## config.mk

```make
export PLATFORM = sky130hd
export DESIGN_NAME = cfg_loader
export DESIGN_NICKNAME = d
export VERILOG_FILES = /design/src/cfg_serializer.v /design/src/cfg_loader.v
export VERILOG_INCLUDE_DIRS = /design/src
export SDC_FILE = /design/constraint.sdc
export NUM_CORES = 1
export LEC_CHECK = 0
export ABC_AREA = 1
export BUFFER_PORTS_ARGS = -buffer_cell sky130_fd_sc_hd__buf_4
export CAP_MARGIN = 15
export CORE_ASPECT_RATIO = 0.75
export CORE_MARGIN = 4
export CORE_UTILIZATION = 40
export DETAILED_ROUTE_END_ITERATION = 6
export REMOVE_ABC_BUFFERS = 1
export SYNTH_ARGS = -nofsm -noshare
export SYNTH_HDL_FRONTEND = slang
export SYNTH_HIERARCHICAL = 1
export SYNTH_SLANG_ARGS = --single-unit
```

## constraint.sdc

```tcl
create_clock -name CLK -period 3.4 [get_ports CLK]
set_input_delay 0.17 -clock CLK [delete_from_list [all_inputs] [get_ports CLK]]
set_output_delay 0.17 -clock CLK [all_outputs]
set_load 0.01 [all_outputs]
```

## src/cfg_loader_consts.vh

```
// constants for the parallel peripheral configuration loader
`ifndef CFG_LOADER_CONSTS_VH
`define CFG_LOADER_CONSTS_VH

// mode pin patterns, high-to-low order
`define MODE_SYNC_PERIPH 3'h3
`define MODE_ASYNC_PERIPH 3'h5

// byte framing
`define BYTE_WIDTH 8
`define BYTE_EDGE_LAST 3'h7
`define BITS_PER_BYTE 4'h8

// busy interval bounds in configuration clock periods
`define BUSY_MIN_TICKS 4'h2
`define BUSY_MAX_TICKS 4'h9

// chained output idles high
`define CHAIN_IDLE 1'h1

// system clock period and internal clock divider
`define SYS_CLK_PERIOD_NS 100
`define INT_CONFIG_CLOCK_PERIOD_NS 800
`define INT_CONFIG_CLOCK_DIV (`INT_CONFIG_CLOCK_PERIOD_NS / `SYS_CLK_PERIOD_NS)

`endif

```

## src/cfg_serializer.v

```verilog
// double-buffered parallel-to-serial converter with chained output
`timescale 1ns/1ps
module cfg_serializer #(
   parameter PREAMBLE_BITS = 40,
   parameter OWN_BITS = 64,
   parameter COUNT_W = 20
) (
   // clock and reset
   input wire clk,
   input wire srst,
   // byte load
   input wire load,
   input wire [7:0] load_byte,
   // shift timing
   input wire shift_tick,
   input wire fall_tick,
   // status and output
   output reg hold_full,
   output wire shift_busy,
   output reg serial_out
);
`include "cfg_loader_consts.vh"

   reg [7:0] hold;
   reg [7:0] shreg;
   reg [3:0] bits_left;
   reg [COUNT_W-1:0] bit_count;
   reg stage_bit;
   reg stage_pass;
   reg stage_valid;
   wire passes;

   assign shift_busy = (bits_left != 4'h0);
   // preamble goes through, own bits are kept, everything beyond overflows
   assign passes = (bit_count < PREAMBLE_BITS) || (bit_count >= PREAMBLE_BITS + OWN_BITS);

   ////////////////////////////////////////////////////////////////////////////
   always @(posedge clk) begin
      if (srst) begin
         hold <= 8'h00;
         hold_full <= 1'b0;
         shreg <= 8'h00;
         bits_left <= 4'h0;
         bit_count <= {COUNT_W{1'b0}};
         stage_bit <= `CHAIN_IDLE;
         stage_pass <= 1'b0;
         stage_valid <= 1'b0;
         serial_out <= `CHAIN_IDLE;
      end else begin
         if (load) begin
            hold <= load_byte;
            hold_full <= 1'b1;
         end else if (hold_full && !shift_busy) begin
            // second-level buffer empty: move the byte down
            shreg <= hold;
            bits_left <= `BITS_PER_BYTE;
            hold_full <= 1'b0;
         end
         if (shift_tick && shift_busy) begin
            stage_bit <= shreg[0];
            stage_pass <= passes;
            stage_valid <= 1'b1;
            shreg <= {1'b0, shreg[7:1]};
            bits_left <= bits_left - 4'h1;
            if (bit_count != {COUNT_W{1'b1}}) begin
               bit_count <= bit_count + {{(COUNT_W-1){1'b0}}, 1'b1};
            end
         end else if (shift_tick) begin
            stage_valid <= 1'b0;
         end
         if (fall_tick) begin
            serial_out <= (stage_valid && stage_pass) ? stage_bit : `CHAIN_IDLE;
         end
      end
   end

endmodule

```

## src/cfg_loader.v

```verilog
// parallel peripheral configuration loader, device side
// Function
// - mode pins 011, high to low, select synchronous peripheral mode
// - after first byte, a byte is captured every eighth rising edge
// - capture edge raises handshake for exactly one configuration clock period
// - handshake is not driven, only pulled up, until init goes high
// - preamble and overflow bits go out on the chained serial output
// - chained output lags by 1.5 periods, changing on falling edge
// - asynchronous writes hold handshake low 2 to 9 periods while busy
// - busy shortest into empty converter, longest when both buffers full
// - asynchronous byte is taken at the trailing strobe edge at latest
// - processing delay depends on prior byte and internal clock phase
`timescale 1ns/1ps
`include "cfg_loader_consts.vh"
module cfg_loader #(
   parameter PREAMBLE_BITS = 40,
   parameter OWN_BITS = 64,
   parameter COUNT_W = 20,
   parameter CONFIG_CLOCK_DIV = `INT_CONFIG_CLOCK_DIV
) (
   // system clock and reset
   input wire CLK,
   input wire SRST,
   // configuration clock from the controller
   input wire CONFIG_CLOCK,
   // mode pins
   input wire MODE_SELECT_HIGH,
   input wire MODE_SELECT_MID,
   input wire MODE_SELECT_LOW,
   // initialization pin level
   input wire INIT,
   // parallel data and write strobe
   input wire [7:0] DATA,
   input wire WRITE_STROBE_N,
   // handshake pin
   output reg READY_BUSY_OUT,
   output reg READY_BUSY_OE,
   // chained serial output
   output wire CHAIN_OUT
);

   ////////////////////////////////////////////////////////////////////////////
   // pin synchronisers
   reg [1:0] config_clock_sync;
   reg config_clock_last;
   reg [1:0] init_sync;
   reg [1:0] strobe_sync;
   reg strobe_last;
   reg [2:0] mode_meta;
   reg [2:0] mode_sync;
   wire [7:0] data_sync;

   always @(posedge CLK) begin
      if (SRST) begin
         config_clock_sync <= 2'h0;
         config_clock_last <= 1'b0;
         init_sync <= 2'h0;
         strobe_sync <= 2'h3;
         strobe_last <= 1'b1;
         mode_meta <= 3'h0;
         mode_sync <= 3'h0;
      end else begin
         config_clock_sync <= {config_clock_sync[0], CONFIG_CLOCK};
         config_clock_last <= config_clock_sync[1];
         init_sync <= {init_sync[0], INIT};
         strobe_sync <= {strobe_sync[0], WRITE_STROBE_N};
         strobe_last <= strobe_sync[1];
         mode_meta <= {MODE_SELECT_HIGH, MODE_SELECT_MID, MODE_SELECT_LOW};
         mode_sync <= mode_meta;
      end
   end

   // one two-flop chain per data bit, in step with the strobe and clock chains
   genvar g;
   generate
      for (g = 0; g < `BYTE_WIDTH; g = g + 1) begin : data_bit
         reg [1:0] stage;
         always @(posedge CLK) begin
            if (SRST) begin
               stage <= 2'h0;
            end else begin
               stage <= {stage[0], DATA[g]};
            end
         end
         assign data_sync[g] = stage[1];
      end
   endgenerate

   // edge finder shared by the clock and strobe chains
   function edge_seen;
      input level;
      input prev;
      input rising;
      begin
         edge_seen = rising ? (level && !prev) : (!level && prev);
      end
   endfunction

   // mode pins against one pattern
   function mode_match;
      input [2:0] pins;
      input [2:0] code;
      begin
         mode_match = (pins == code);
      end
   endfunction

   wire init_high;
   wire config_clock_rise;
   wire config_clock_fall;
   wire strobe_rise;
   wire strobe_fall;
   wire sync_mode;
   wire async_mode;

   assign init_high = init_sync[1];
   // the controller supplies this clock, the device only samples it
   assign config_clock_rise = edge_seen(config_clock_sync[1], config_clock_last, 1'b1);
   assign config_clock_fall = edge_seen(config_clock_sync[1], config_clock_last, 1'b0);
   assign strobe_rise = edge_seen(strobe_sync[1], strobe_last, 1'b1);
   assign strobe_fall = edge_seen(strobe_sync[1], strobe_last, 1'b0);
   assign sync_mode = mode_match(mode_sync, `MODE_SYNC_PERIPH);
   assign async_mode = mode_match(mode_sync, `MODE_ASYNC_PERIPH);

   ////////////////////////////////////////////////////////////////////////////
   // internal clock generator for asynchronous peripheral mode
   // free running, so a write lands at any phase of its period
   reg [7:0] div_count;
   wire int_rise;
   wire int_fall;

   assign int_rise = (div_count == 8'h00);
   assign int_fall = (div_count == CONFIG_CLOCK_DIV[8:1]);

   always @(posedge CLK) begin
      if (SRST) begin
         div_count <= 8'h00;
      end else if (div_count == CONFIG_CLOCK_DIV[7:0] - 8'h01) begin
         div_count <= 8'h00;
      end else begin
         div_count <= div_count + 8'h01;
      end
   end

   ////////////////////////////////////////////////////////////////////////////
   // synchronous peripheral capture
   reg started;
   reg [2:0] edge_count;
   reg ack;
   wire sync_capture;

   // the edge counter restarts whenever mode or init drop, so a new frame starts clean
   // first edge after init takes a byte, then every eighth edge
   assign sync_capture = sync_mode && init_high && config_clock_rise &&
      (!started || edge_count == `BYTE_EDGE_LAST);

   always @(posedge CLK) begin
      if (SRST) begin
         started <= 1'b0;
         edge_count <= 3'h0;
         ack <= 1'b0;
      end else if (!sync_mode || !init_high) begin
         started <= 1'b0;
         edge_count <= 3'h0;
         ack <= 1'b0;
      end else if (config_clock_rise) begin
         if (sync_capture) begin
            started <= 1'b1;
            edge_count <= 3'h0;
         end else begin
            edge_count <= edge_count + 3'h1;
         end
         // high from the capturing edge to the next rising edge
         ack <= sync_capture;
      end
   end

   ////////////////////////////////////////////////////////////////////////////
   // asynchronous peripheral write
   reg write_open;
   reg busy;
   reg [3:0] busy_ticks;
   reg [7:0] write_byte;
   reg write_load;
   wire async_capture;

   // a falling strobe while busy is ignored; the write must start again
   // the byte is caught no later than the trailing strobe edge
   assign async_capture = async_mode && init_high && write_open && strobe_rise;

   always @(posedge CLK) begin
      if (SRST) begin
         write_open <= 1'b0;
         write_load <= 1'b0;
      end else begin
         write_load <= 1'b0;
         if (!async_mode || !init_high) begin
            write_open <= 1'b0;
         end else if (strobe_fall && !busy) begin
            write_open <= 1'b1;
         end else if (async_capture) begin
            write_open <= 1'b0;
            write_load <= 1'b1;
         end
      end
   end

   // track the bus while the strobe is low, so no data hold is needed after its trailing edge
   always @(posedge CLK) begin
      if (SRST) begin
         write_byte <= 8'h00;
      end else if (write_open && !strobe_sync[1]) begin
         write_byte <= data_sync;
      end
   end

   ////////////////////////////////////////////////////////////////////////////
   // converter shared by both modes
   // hold and shift registers give the double buffer
   wire ser_load;
   wire [7:0] ser_byte;
   wire shift_tick;
   wire fall_tick;
   wire hold_full;
   wire shift_busy;

   assign ser_load = sync_capture || write_load;
   assign ser_byte = sync_capture ? data_sync : write_byte;
   // slave mode follows the supplied clock, asynchronous mode the divider
   assign shift_tick = sync_mode ? config_clock_rise : (async_mode && int_rise);
   assign fall_tick = sync_mode ? config_clock_fall : (async_mode && int_fall);

   cfg_serializer #(
      .PREAMBLE_BITS(PREAMBLE_BITS),
      .OWN_BITS(OWN_BITS),
      .COUNT_W(COUNT_W)
   ) u_serializer (
      .clk(CLK),
      .srst(SRST),
      .load(ser_load),
      .load_byte(ser_byte),
      .shift_tick(shift_tick),
      .fall_tick(fall_tick),
      .hold_full(hold_full),
      .shift_busy(shift_busy),
      .serial_out(CHAIN_OUT)
   );

   ////////////////////////////////////////////////////////////////////////////
   // busy interval: at least the minimum, then until the input register drains
   // the longest case is a byte waiting in the hold register for a full shift
   always @(posedge CLK) begin
      if (SRST) begin
         busy <= 1'b0;
         busy_ticks <= 4'h0;
      end else if (!async_mode || !init_high) begin
         busy <= 1'b0;
         busy_ticks <= 4'h0;
      end else if (write_load) begin
         busy <= 1'b1;
         busy_ticks <= 4'h0;
      end else if (busy && int_rise) begin
         if (busy_ticks != `BUSY_MAX_TICKS) begin
            busy_ticks <= busy_ticks + 4'h1;
         end
         // empty converter frees after the minimum, a full one waits for the shift
         // the first tick may follow the load by one cycle, so release waits for the next full ones
         if (busy_ticks >= `BUSY_MIN_TICKS && !hold_full) begin
            busy <= 1'b0;
         end
      end
   end

   ////////////////////////////////////////////////////////////////////////////
   // handshake pin drive
   // sync mode shows the acknowledge pulse, async mode shows ready when high
   always @(posedge CLK) begin
      if (SRST) begin
         READY_BUSY_OUT <= 1'b0;
         READY_BUSY_OE <= 1'b0;
      end else if (!init_high) begin
         // left to the pull-up before init
         READY_BUSY_OUT <= 1'b0;
         READY_BUSY_OE <= 1'b0;
      end else if (sync_mode) begin
         READY_BUSY_OUT <= ack;
         READY_BUSY_OE <= 1'b1;
      end else if (async_mode) begin
         READY_BUSY_OUT <= !busy;
         READY_BUSY_OE <= 1'b1;
      end else begin
         READY_BUSY_OUT <= 1'b0;
         READY_BUSY_OE <= 1'b0;
      end
   end

endmodule

```

After elaboration in Yosys (flattened, before gate mapping)

Cells that the tools add are included.

Output and inout bits: 3
Input port bits: 16
Word-level logic and storage cells: 135
Register bits after elaboration: 105

Multiplexer cells: 25
Reductions and logical operators: 56
Order comparisons: 3
$add $sub $neg: 5
Equal/unequal tests: 8
Bitwise operators: 2

Operators with widths:

| cell                                                                                 | count |
|---|---|
| 7-bit 2-to-1 mux                                                                     | 3 |
| 20-bit by 1-bit adder with 20-bit output, second input constant                      | 1 |
| 20-bit by 7-bit greater-or-equal comparator with 1-bit output, second input constant | 1 |
| 20-bit by 6-bit less-than comparator with 1-bit output, second input constant        | 1 |
| 20-bit != test, second input constant                                                | 1 |
| 1-bit logical AND                                                                    | 19 |
| 1-bit 2-to-1 mux                                                                     | 17 |
| 8-bit by 3-bit equality test with 1-bit output, second input constant                | 2 |
| 4-bit 2-to-1 mux                                                                     | 3 |
| 2-bit AND reduction                                                                  | 6 |
| 2-bit nonzero test                                                                   | 6 |
| 1-bit logical NOT                                                                    | 11 |
| 2-bit OR reduction                                                                   | 5 |
| 8-bit by 1-bit adder with 8-bit output, second input constant                        | 1 |
| 8-bit logical NOT                                                                    | 1 |
| 8-bit 2-to-1 mux                                                                     | 1 |
| 3-bit equality test, second input constant                                           | 2 |
| 3-bit OR reduction                                                                   | 2 |
| 1-bit logical OR                                                                     | 5 |
| 4-bit by 1-bit adder with 4-bit output, second input constant                        | 1 |
| 4-bit by 2-bit greater-or-equal comparator with 1-bit output, second input constant  | 1 |
| 4-bit != test, second input constant                                                 | 1 |
| 4-bit nonzero test                                                                   | 1 |
| 4-bit by 1-bit subtractor with 4-bit output, second input constant                   | 1 |
| other kinds (5)                                                                      | 6 |

Longest topological paths before layout

Gate-level depths: netlist of run 1.

Depth after elaboration: 7
Depth in mapped cells: 13
Gate-level depth less buffers: 12

Cells and area by module

The synthesis of run 1 kept the hierarchy.

By module, submodules not included:

| module         | area an instance (um^2) | cells each | instances |
|---|---|---|---|
| cfg_loader     | 2302.2                  | 296        | 1 |
| cfg_serializer | 2200.9                  | 316        | 1 |

Least setup slack after synthesis of run 1

Ideal clock, no wire load.

Path type: reg2reg
Start point: reg edge_count[0]
End point: reg u_serializer.bits_left[1]
Data required time: 3.267 ns
Path slack: 1.163 ns
Stages on the path, launching flop included: 14
Setup time: 0.133 ns
Path buffers: 2
Arrival: 2.104 ns
Path through: dfxtp_1 > ha_1 > ha_1 > or2_0 > nand3_2 > buf_2 > nand2_1 > inv_2 > nand4_1 > nand2_1 > buf_2 > o22ai_1 > inv_1 > nor2_1

Cells in the longest elaborated chain, start to end: 6

RTL lines:

| element                                                   | line                | text |
|---|---|---|
| start, declared                                           | cfg_loader.v:148    | `reg [2:0] edge_count;` |
| start signal, assigned                                    | cfg_loader.v:171    | `edge_count <= edge_count + 3'h1;` |
| 3-bit equality test (no source line)                      | n/a                 |  |
| 1-bit logical OR (no source line)                         | n/a                 |  |
| 1-bit logical AND                                         | cfg_loader.v:154    | `assign sync_capture = sync_mode && init_high && config_clock_rise &&` |
| 1-bit logical OR                                          | cfg_loader.v:227    | `assign ser_load = sync_capture \|\| write_load;` |
| named net ser_load                                        | cfg_loader.v:220    | `wire ser_load;` |
| 2-bit by 1-bit != test with 1-bit output (no source line) | n/a                 |  |
| 2-bit AND reduction (no source line)                      | n/a                 |  |
| end signal, assigned                                      | cfg_serializer.v:56 | `` bits_left <= `BITS_PER_BYTE; `` |
| end signal, assigned                                      | cfg_serializer.v:64 | `bits_left <= bits_left - 4'h1;` |
| end, declared                                             | cfg_serializer.v:26 | `reg [3:0] bits_left;` |

The timed path passes the listed nets, and every way through them passes these cells.
A chain may end at the register's enable or synchronous reset.

Worst setup path after layout of run 1

Start point: reg edge_count[0]
End point: reg u_serializer.shreg[1]

Cells in the longest elaborated chain, start to end: 6

RTL lines:

| element                                                   | line                | text |
|---|---|---|
| 3-bit equality test (no source line)                      | n/a                 |  |
| 1-bit logical OR (no source line)                         | n/a                 |  |
| 1-bit logical AND                                         | cfg_loader.v:154    |  |
| 1-bit logical OR                                          | cfg_loader.v:227    |  |
| named net ser_load                                        | cfg_loader.v:220    |  |
| 2-bit by 1-bit != test with 1-bit output (no source line) | n/a                 |  |
| 2-bit AND reduction (no source line)                      | n/a                 |  |
| end signal, assigned                                      | cfg_serializer.v:55 | `shreg <= hold;` |
| end signal, assigned                                      | cfg_serializer.v:63 | `shreg <= {1'b0, shreg[7:1]};` |
| end, declared                                             | cfg_serializer.v:25 | `reg [7:0] shreg;` |

The timed path passes the listed nets, and every way through them passes these cells.

==> results.json, run 1 <==
{
  "worst-endpoint-arrival_ns": 2.90,
  "synth.largest_area_cell": "sky130_fd_sc_hd__dfxtp_1",
  "post-route-util_pct": 45.92,
  "power.share.switching_pct": 22.01,
  "finalSetupViolCount": 0,
  "antennaDiodeCount": 0,
  "grt-ovfl-total": 0,
  "portBuffers": 18,
  "clock_share_of_power_pct": 43.3,
  "timing.setup.critical_path_class": "register to register",
  "vias_per_cell": 4.752,
  "grt_first_pass_wirelength_mm": 15.43,
  "ys_seq_elements": 105,
  "placedCellCount": 754,
  "post-dp-hpwl_mm": 5.938,
  "die_w_um": 130.5,
  "synth_edf_count": 0,
  "drt-initial-drc-count": 223,
  "hold_path_class": "primary input to register",
  "synth_top_cells_by_area": "sky130_fd_sc_hd__dfxtp_1, sky130_fd_sc_hd__nand2_1, sky130_fd_sc_hd__nor2_1, sky130_fd_sc_hd__inv_1, sky130_fd_sc_hd__o21ai_0",
  "post_layout_nonfiller_instances": 771,
  "fin_nets": 652,
  "flow.area_growth_from_synthesis_pct": 12.00,
  "worst_ep_required_time_ns": 3.67,
  "clock_tree_from_tritoncts": "done",
  "timing.critical_path.to_type": "register",
  "clk_pin_slew_ns": 0.07,
  "netlist-cell-type-count": 36,
  "ys_warn_count": 6,
  "sequential_fraction_of_the_synthesis_area_pct": 46.68,
  "timing.max_slew.rel_slack_pct": 52.31,
  "die_area_um2": 13040,
  "fmax_mhz": 380.1,
  "routed_wl_mm": 8.503,
  "drt_pass1_iterations": 4,
  "timing.max_cap.violations": 0,
  "clock_insertion_delay_worst_skew_ns": 0.34,
  "aggregate_negative_setup_slack_ns": 0,
  "synthArstFlopShare_pct": 0,
  "die_y_extent_um": 99.89,
  "timing.critical_path.from_type": "register",
  "internal_power_uw": 1824,
  "route.antenna.remaining_nets": 0,
  "root_buffer": "sky130_fd_sc_hd__clkbuf_16",
  "initial_antenna_violation_count": 0,
  "clkSinkCount": 105,
  "tmin_final_ns": 2.631,
  "vias": 3664,
  "post_cts_resized": 0,
  "numCtsBuffers": 9,
  "floorplan.io_pins": 19,
  "dominantRegCellSynth": "sky130_fd_sc_hd__dfxtp_1",
  "clock_tree.buffer_depth": 2,
  "design.core.area_um2": 10980,
  "crit_fanout": 22,
  "hold_viol": 0,
  "static-leakage-power_uw": 0.002017,
  "post-route-period-util_pct": 77.37,
  "start_util_pct": 41.00,
  "max_slew.worst_pin.slew_ns": 0.7146,
  "final.hold.worst_slack_ns": 0.02162,
  "unrepaired_setup_endpoints_after_global_routing": "no",
  "comb_power_share_pct": 3.0,
  "fin_skew_ns": 0.005927,
  "post_synth_inst_count": 612,
  "place.gp.congestion": 0.8175,
  "grt_pass1_vias": 3510,
  "layout-drive-gt1-share_pct": 10.14,
  "h-tree-depth": 3,
  "average_routed_wire_per_standard_cell_um": 11.03,
  "syn_area_per_cell_um2": 7.358,
  "seq_power_share_pct": 53.7,
  "grt_start_max_net_pins": 50,
  "num_rows": 33,
  "switching_power_uw": 514.7,
  "synth.top_cell.area_share_pct": 46.68,
  "timing_max_transition_violations_final": 0,
  "syn-cell-area_um2": 4503,
  "peak_supply_drop_mv": 0.3248,
  "result_of_the_run": "complete, no violations",
  "power_density_nw_per_um2": 463.8,
  "grt_util_all_layers_pct": 14.41,
  "remaining_drc_errors": 0
}
-- synthesized netlist by cell type, types with 8 or more instances --
master                      n
sky130_fd_sc_hd__ha_1      10
sky130_fd_sc_hd__xor2_1     9
sky130_fd_sc_hd__nand3_1   25
sky130_fd_sc_hd__nand2_1  124
sky130_fd_sc_hd__buf_2      8
sky130_fd_sc_hd__o21ai_1    8
sky130_fd_sc_hd__a31oi_1    8
sky130_fd_sc_hd__inv_1     80
sky130_fd_sc_hd__dfxtp_1  105
sky130_fd_sc_hd__a21oi_2    8
sky130_fd_sc_hd__o21ai_0   36
sky130_fd_sc_hd__nor2_1    99
sky130_fd_sc_hd__a21oi_1   31
sky130_fd_sc_hd__nand4_1    9
-- final cells by class --
cell class                 instances  area (µm²)
inverter                          82       307.8
tap                              140       175.2
multi-input combinational        408        2008
fill                            1124        5939
timing repair buffer              20       152.6
sequential                       105        2102
clock buffer                      11       252.7
clock inverter                     5       45.04
-- worst max-delay path, stage by stage (launching register included) --
cell and delay [ns]:
sky130_fd_sc_hd__dfxtp_1 0.33, sky130_fd_sc_hd__ha_1 0.20, sky130_fd_sc_hd__ha_1 0.17, sky130_fd_sc_hd__or2_0 0.23, sky130_fd_sc_hd__nand3_2 0.29, sky130_fd_sc_hd__nand2_1 0.26, sky130_fd_sc_hd__inv_2 0.21, sky130_fd_sc_hd__nand4_1 0.18
sky130_fd_sc_hd__nand2_1 0.36, sky130_fd_sc_hd__o21ai_0 0.15, sky130_fd_sc_hd__a31oi_1 0.17
-- state kept, by name, indices dropped and copies added, names as in the netlist, 2 cells and up --
| name | count |
|---|---|
| div_count | 8 |
| mode_meta | 3 |
| u_serializer/bits_left | 4 |
| init_sync | 2 |
| u_serializer/hold | 8 |
| u_serializer/shreg | 8 |
| busy_ticks | 4 |
| u_serializer/bit_count | 20 |
| write_byte | 8 |
| config_clock_sync | 2 |
| strobe_sync | 2 |
| edge_count | 3 |
| mode_sync | 3 |
| data_bit.stage | 16 |
-- through the flow --
stage	area (µm²)	worst slack [ns]	power [µW]
floorplan	4418	1.057	1322
global placement	4736	0.8974	1353
detailed placement	4736	0.7772	1355
CTS	5044	0.7519	2375
global route	5044	0.3820	2448
finish	5044	0.7693	2339
-- cells by family (layout without fill, tap and decap cells) --
logic type,count (synthesis),in the layout,share of synthesized area (%)
and+or+nand+nor,290,290,27.59
DFF,105,105,46.68
buffers and inverters,99,118,8.725
AOI/OAI and AO/OA,94,94,11.48
xor gates and xnor gates,13,13,2.528
adders and majority gates,10,10,2.779
muxes,1,1,0.2223
-- cells in the final DEF (no fill, tap or decap), types with 2 or more instances in the layout --
master / count
sky130_fd_sc_hd__clkbuf_16: 9
sky130_fd_sc_hd__a21oi_1: 31
sky130_fd_sc_hd__inv_2: 2
sky130_fd_sc_hd__a21oi_2: 8
sky130_fd_sc_hd__or2_0: 2
sky130_fd_sc_hd__nand3_2: 2
sky130_fd_sc_hd__xor2_1: 9
sky130_fd_sc_hd__nand3_1: 25
sky130_fd_sc_hd__o21ai_1: 8
sky130_fd_sc_hd__a31oi_1: 8
sky130_fd_sc_hd__buf_4: 19
sky130_fd_sc_hd__nor4_1: 3
sky130_fd_sc_hd__nor2_1: 99
sky130_fd_sc_hd__nor2_2: 4
sky130_fd_sc_hd__nand2_1: 124
sky130_fd_sc_hd__inv_6: 2
sky130_fd_sc_hd__dfxtp_1: 105
sky130_fd_sc_hd__inv_1: 80
sky130_fd_sc_hd__or2_2: 3
sky130_fd_sc_hd__nand2_2: 7
sky130_fd_sc_hd__ha_1: 10
sky130_fd_sc_hd__xnor2_1: 4
sky130_fd_sc_hd__nor3_1: 6
sky130_fd_sc_hd__o21ai_0: 36
sky130_fd_sc_hd__nand4_1: 9
sky130_fd_sc_hd__nor2_4: 2
sky130_fd_sc_hd__clkbuf_8: 2
-- worst paths after layout --
| path | from | to | slack [ns] | cells after the start |
|---|---|---|---|---|
| setup / recovery | edge_count[0] | u_serializer/shreg[1] | 0.77 | 10 |
| hold reg to reg | data_bit[2].stage[0] | data_bit[2].stage[1] | 0.40 | 2 |
| hold / removal | MODE_SELECT_LOW | mode_meta[0] | 0.02 | 3 |
| setup reg to reg | edge_count[0] | u_serializer/shreg[1] | 0.77 | 10 |
-- power by group through the flow --
stage	Sequential [µW]	Combinational (µW)	Clock [µW]
after detailed placement	1290	69.6	0
after CTS	1260	70.9	1050
after global routing	1260	82.0	1110
after global placement	1280	68.2	0
after floorplan	1280	38.2	0
final	1260	69.3	1010
-- per-layer routing --
metal	part of all wire, %	routed length [µm]	vias up	global-route usage, %
met1	52	4412	1638	19.48
met5	0	0	-	0
met2	43	3658	62	22.66
met4	0.55	47	0	3.557
li1	-	-	1960	-
met3	4.5	384	4	4.362
-- timing repair --
action	CTS	global route
hold endpoints to repair	1	0
hold buffers	1	0
buffers inserted	0	0
(Power assumes the default switching activity.)
==> run 2: changes to the inputs <==
clock period = 2.45 ns   (was 3.4 ns; I/O delays follow)
==> results.json, run 2 (same netlist as run 1, synthesis figures left out) <==
{
  "timing.critical_path.slowest_cell_delay_ns": 0.34,
  "final_common_cell": "sky130_fd_sc_hd__nand2_1",
  "route.antenna.remaining_nets": 0,
  "dpl_cell_area_um2": 4781,
  "floorplan.io_pins": 19,
  "start_util_pct": 41.00,
  "detailroute.wirelength.met2_mm": 3.637,
  "layout.cell_area.non_filler_um2": 5210,
  "largest_register_ff_count": 20,
  "power_density_nw_per_um2": 620.6,
  "combined_area_of_the_multi_input_logic_cells_um2": 2011,
  "detailroute.wirelength.met3_um": 363,
  "timing.setup.critical_path_class": "register to register",
  "design.core.area_um2": 10980,
  "drt_pass1_iterations": 4,
  "worst_ep_required_time_ns": 2.68,
  "clock_tree.buffer_depth": 2,
  "clock_insertion_delay_worst_skew_ns": 0.34,
  "layout.cells.most_common_list": "sky130_fd_sc_hd__nand2_1, sky130_fd_sc_hd__dfxtp_1, sky130_fd_sc_hd__nor2_1",
  "layout-drive-gt1-share_pct": 10.92,
  "static-leakage-power_uw": 0.002101,
  "timing.critical_path.to_type": "register",
  "grt_pass1_vias": 3336,
  "timing.max_slew.rel_slack_pct": 51.84,
  "clk_pin_slew_ns": 0.07,
  "die_area_um2": 13040,
  "critical_path.slowest_cell": "sky130_fd_sc_hd__dfxtp_1",
  "sequential_cell_area_um2": 2102,
  "post-route-util_pct": 47.44,
  "num_rows": 33,
  "biggest_register": "u_serializer/bit_count",
  "hold_path_class": "primary input to register",
  "fin_skew_ns": 0.006806,
  "vias": 3710,
  "remaining_drc_errors": 0,
  "grt_start_max_net_pins": 31,
  "finalSetupViolCount": 0,
  "tmin_final_ns": 2.131,
  "drt-initial-drc-count": 228,
  "grt_first_pass_wirelength_mm": 14.99,
  "fin_nets": 671,
  "critical_path.most_common_cell": "sky130_fd_sc_hd__nand2_1",
  "dr.max_layer_used": "met4",
  "placedCellCount": 760,
  "numCtsBuffers": 9,
  "unrepaired_setup_endpoints_after_global_routing": "no",
  "clkSinkCount": 105,
  "die_y_extent_um": 99.89,
  "worst-endpoint-arrival_ns": 2.36,
  "hold_viol": 0,
  "critical-path-top-delay-family": "simple AND/OR/NAND/NOR gates",
  "aggregate_negative_setup_slack_ns": 0,
  "h-tree-depth": 3,
  "met1_length_mm": 4.452,
  "die_w_um": 130.5,
  "peak_supply_drop_mv": 0.4049,
  "average_routed_wire_per_standard_cell_um": 10.78,
  "post-route-period-util_pct": 86.99,
  "root_buffer": "sky130_fd_sc_hd__clkbuf_16",
  "post-cts-setup-buffers": 0,
  "n_fill_cell": 1100,
  "cp_cell_sequence": "inv_1, ha_1, nand2_1, nor2_4, nand2_1, o21ai_0, nand2_1, a21oi_1, buf_4, nand3_1, nand2_1, nor2_1",
  "post_layout_nonfiller_instances": 790,
  "timing.max_cap.violations": 0,
  "grt_util_all_layers_pct": 13.93,
  "routed_wl_mm": 8.517,
  "grt-ovfl-total": 0,
  "antennaDiodeCount": 0,
  "final.hold.worst_slack_ns": 0.1062,
  "vias_per_cell": 4.696,
  "portBuffers": 18,
  "regToRegSetupSlack_ns": 0.32,
  "place.gp.congestion": 0.8358,
  "layout_top_registers": "u_serializer/bit_count (20), data_bit.stage (16)",
  "result_of_the_run": "complete, no violations",
  "cp_num_buf_inv": 2,
  "post-dp-hpwl_mm": 5.986,
  "timing_max_transition_violations_final": 0,
  "max_slew.worst_pin.slew_ns": 0.7216,
  "timing.critical_path.from_type": "register",
  "clock_tree_from_tritoncts": "done",
  "fmax_mhz": 469.2,
  "crit_fanout": 20,
  "flow.area_growth_from_synthesis_pct": 15.70,
  "initial_antenna_violation_count": 0
}
run 2: changes by cell type in the layout (fill, tap and decap cells not counted), sizes merged:
cell / delta
clkbuf: -1
clkinv: +2
clkinvlp: -1
buf: +6
dlygate4sd3: +13
run 2: worst reg2reg max path, cell delays in order, from the launching register on:
cell and delay, ns:
sky130_fd_sc_hd__dfxtp_1 0.34, sky130_fd_sc_hd__inv_1 0.07, sky130_fd_sc_hd__ha_1 0.16, sky130_fd_sc_hd__nand2_1 0.09
sky130_fd_sc_hd__nor2_4 0.19, sky130_fd_sc_hd__nand2_1 0.07, sky130_fd_sc_hd__o21ai_0 0.13, sky130_fd_sc_hd__nand2_1 0.28
sky130_fd_sc_hd__a21oi_1 0.20, sky130_fd_sc_hd__buf_4 0.27, sky130_fd_sc_hd__nand3_1 0.11, sky130_fd_sc_hd__nand2_1 0.07
sky130_fd_sc_hd__nor2_1 0.05
run 2: layout make-up:
type,instances,share of cell area (%)
clock inverters,6,0.9126
clock buffers,10,4.587
flip-flops and latches,105,40.35
repair buffers,39,6.292
multi-input cells,408,38.59
well taps,140,3.362
inverters,82,5.908
run 2: path summary, 6_finish.rpt:
check	start	end	cells after the start
setup / recovery	div_count[0]	u_serializer/bit_count[19]	12
hold / removal	SRST	u_serializer/hold_full	2
setup reg to reg	div_count[0]	u_serializer/bit_count[19]	12
hold reg to reg	data_bit[1].stage[0]	data_bit[1].stage[1]	2
run 2: repair_timing:
item                       in CTS  in global routing
hold endpoints to repair       14                  0
setup endpoints to repair       0                  5
resized for setup               0                  1
hold buffers                   14                  0
run 2: layer usage:
layer	vias to the layer above	GRT usage, %
li1	1998	-
met1	1638	19.58
met2	67	21.56
met3	7	3.404
met4	0	3.557
met5	-	0
run 2: through the flow:
step / power, µW / setup slack [ns]
after floorplan: 1834 / 0.1074
after global placement: 1879 / 0.3571
after detailed placement: 1882 / 0.2496
after CTS: 3277 / 0.2132
after global routing: 3361 / 0.05161
final: 3233 / 0.3188
run 2: where the power goes:
group          internal [µW]  switching, µW
Combinational           53.1           61.8
Sequential              1730           11.4
Clock                    730            645
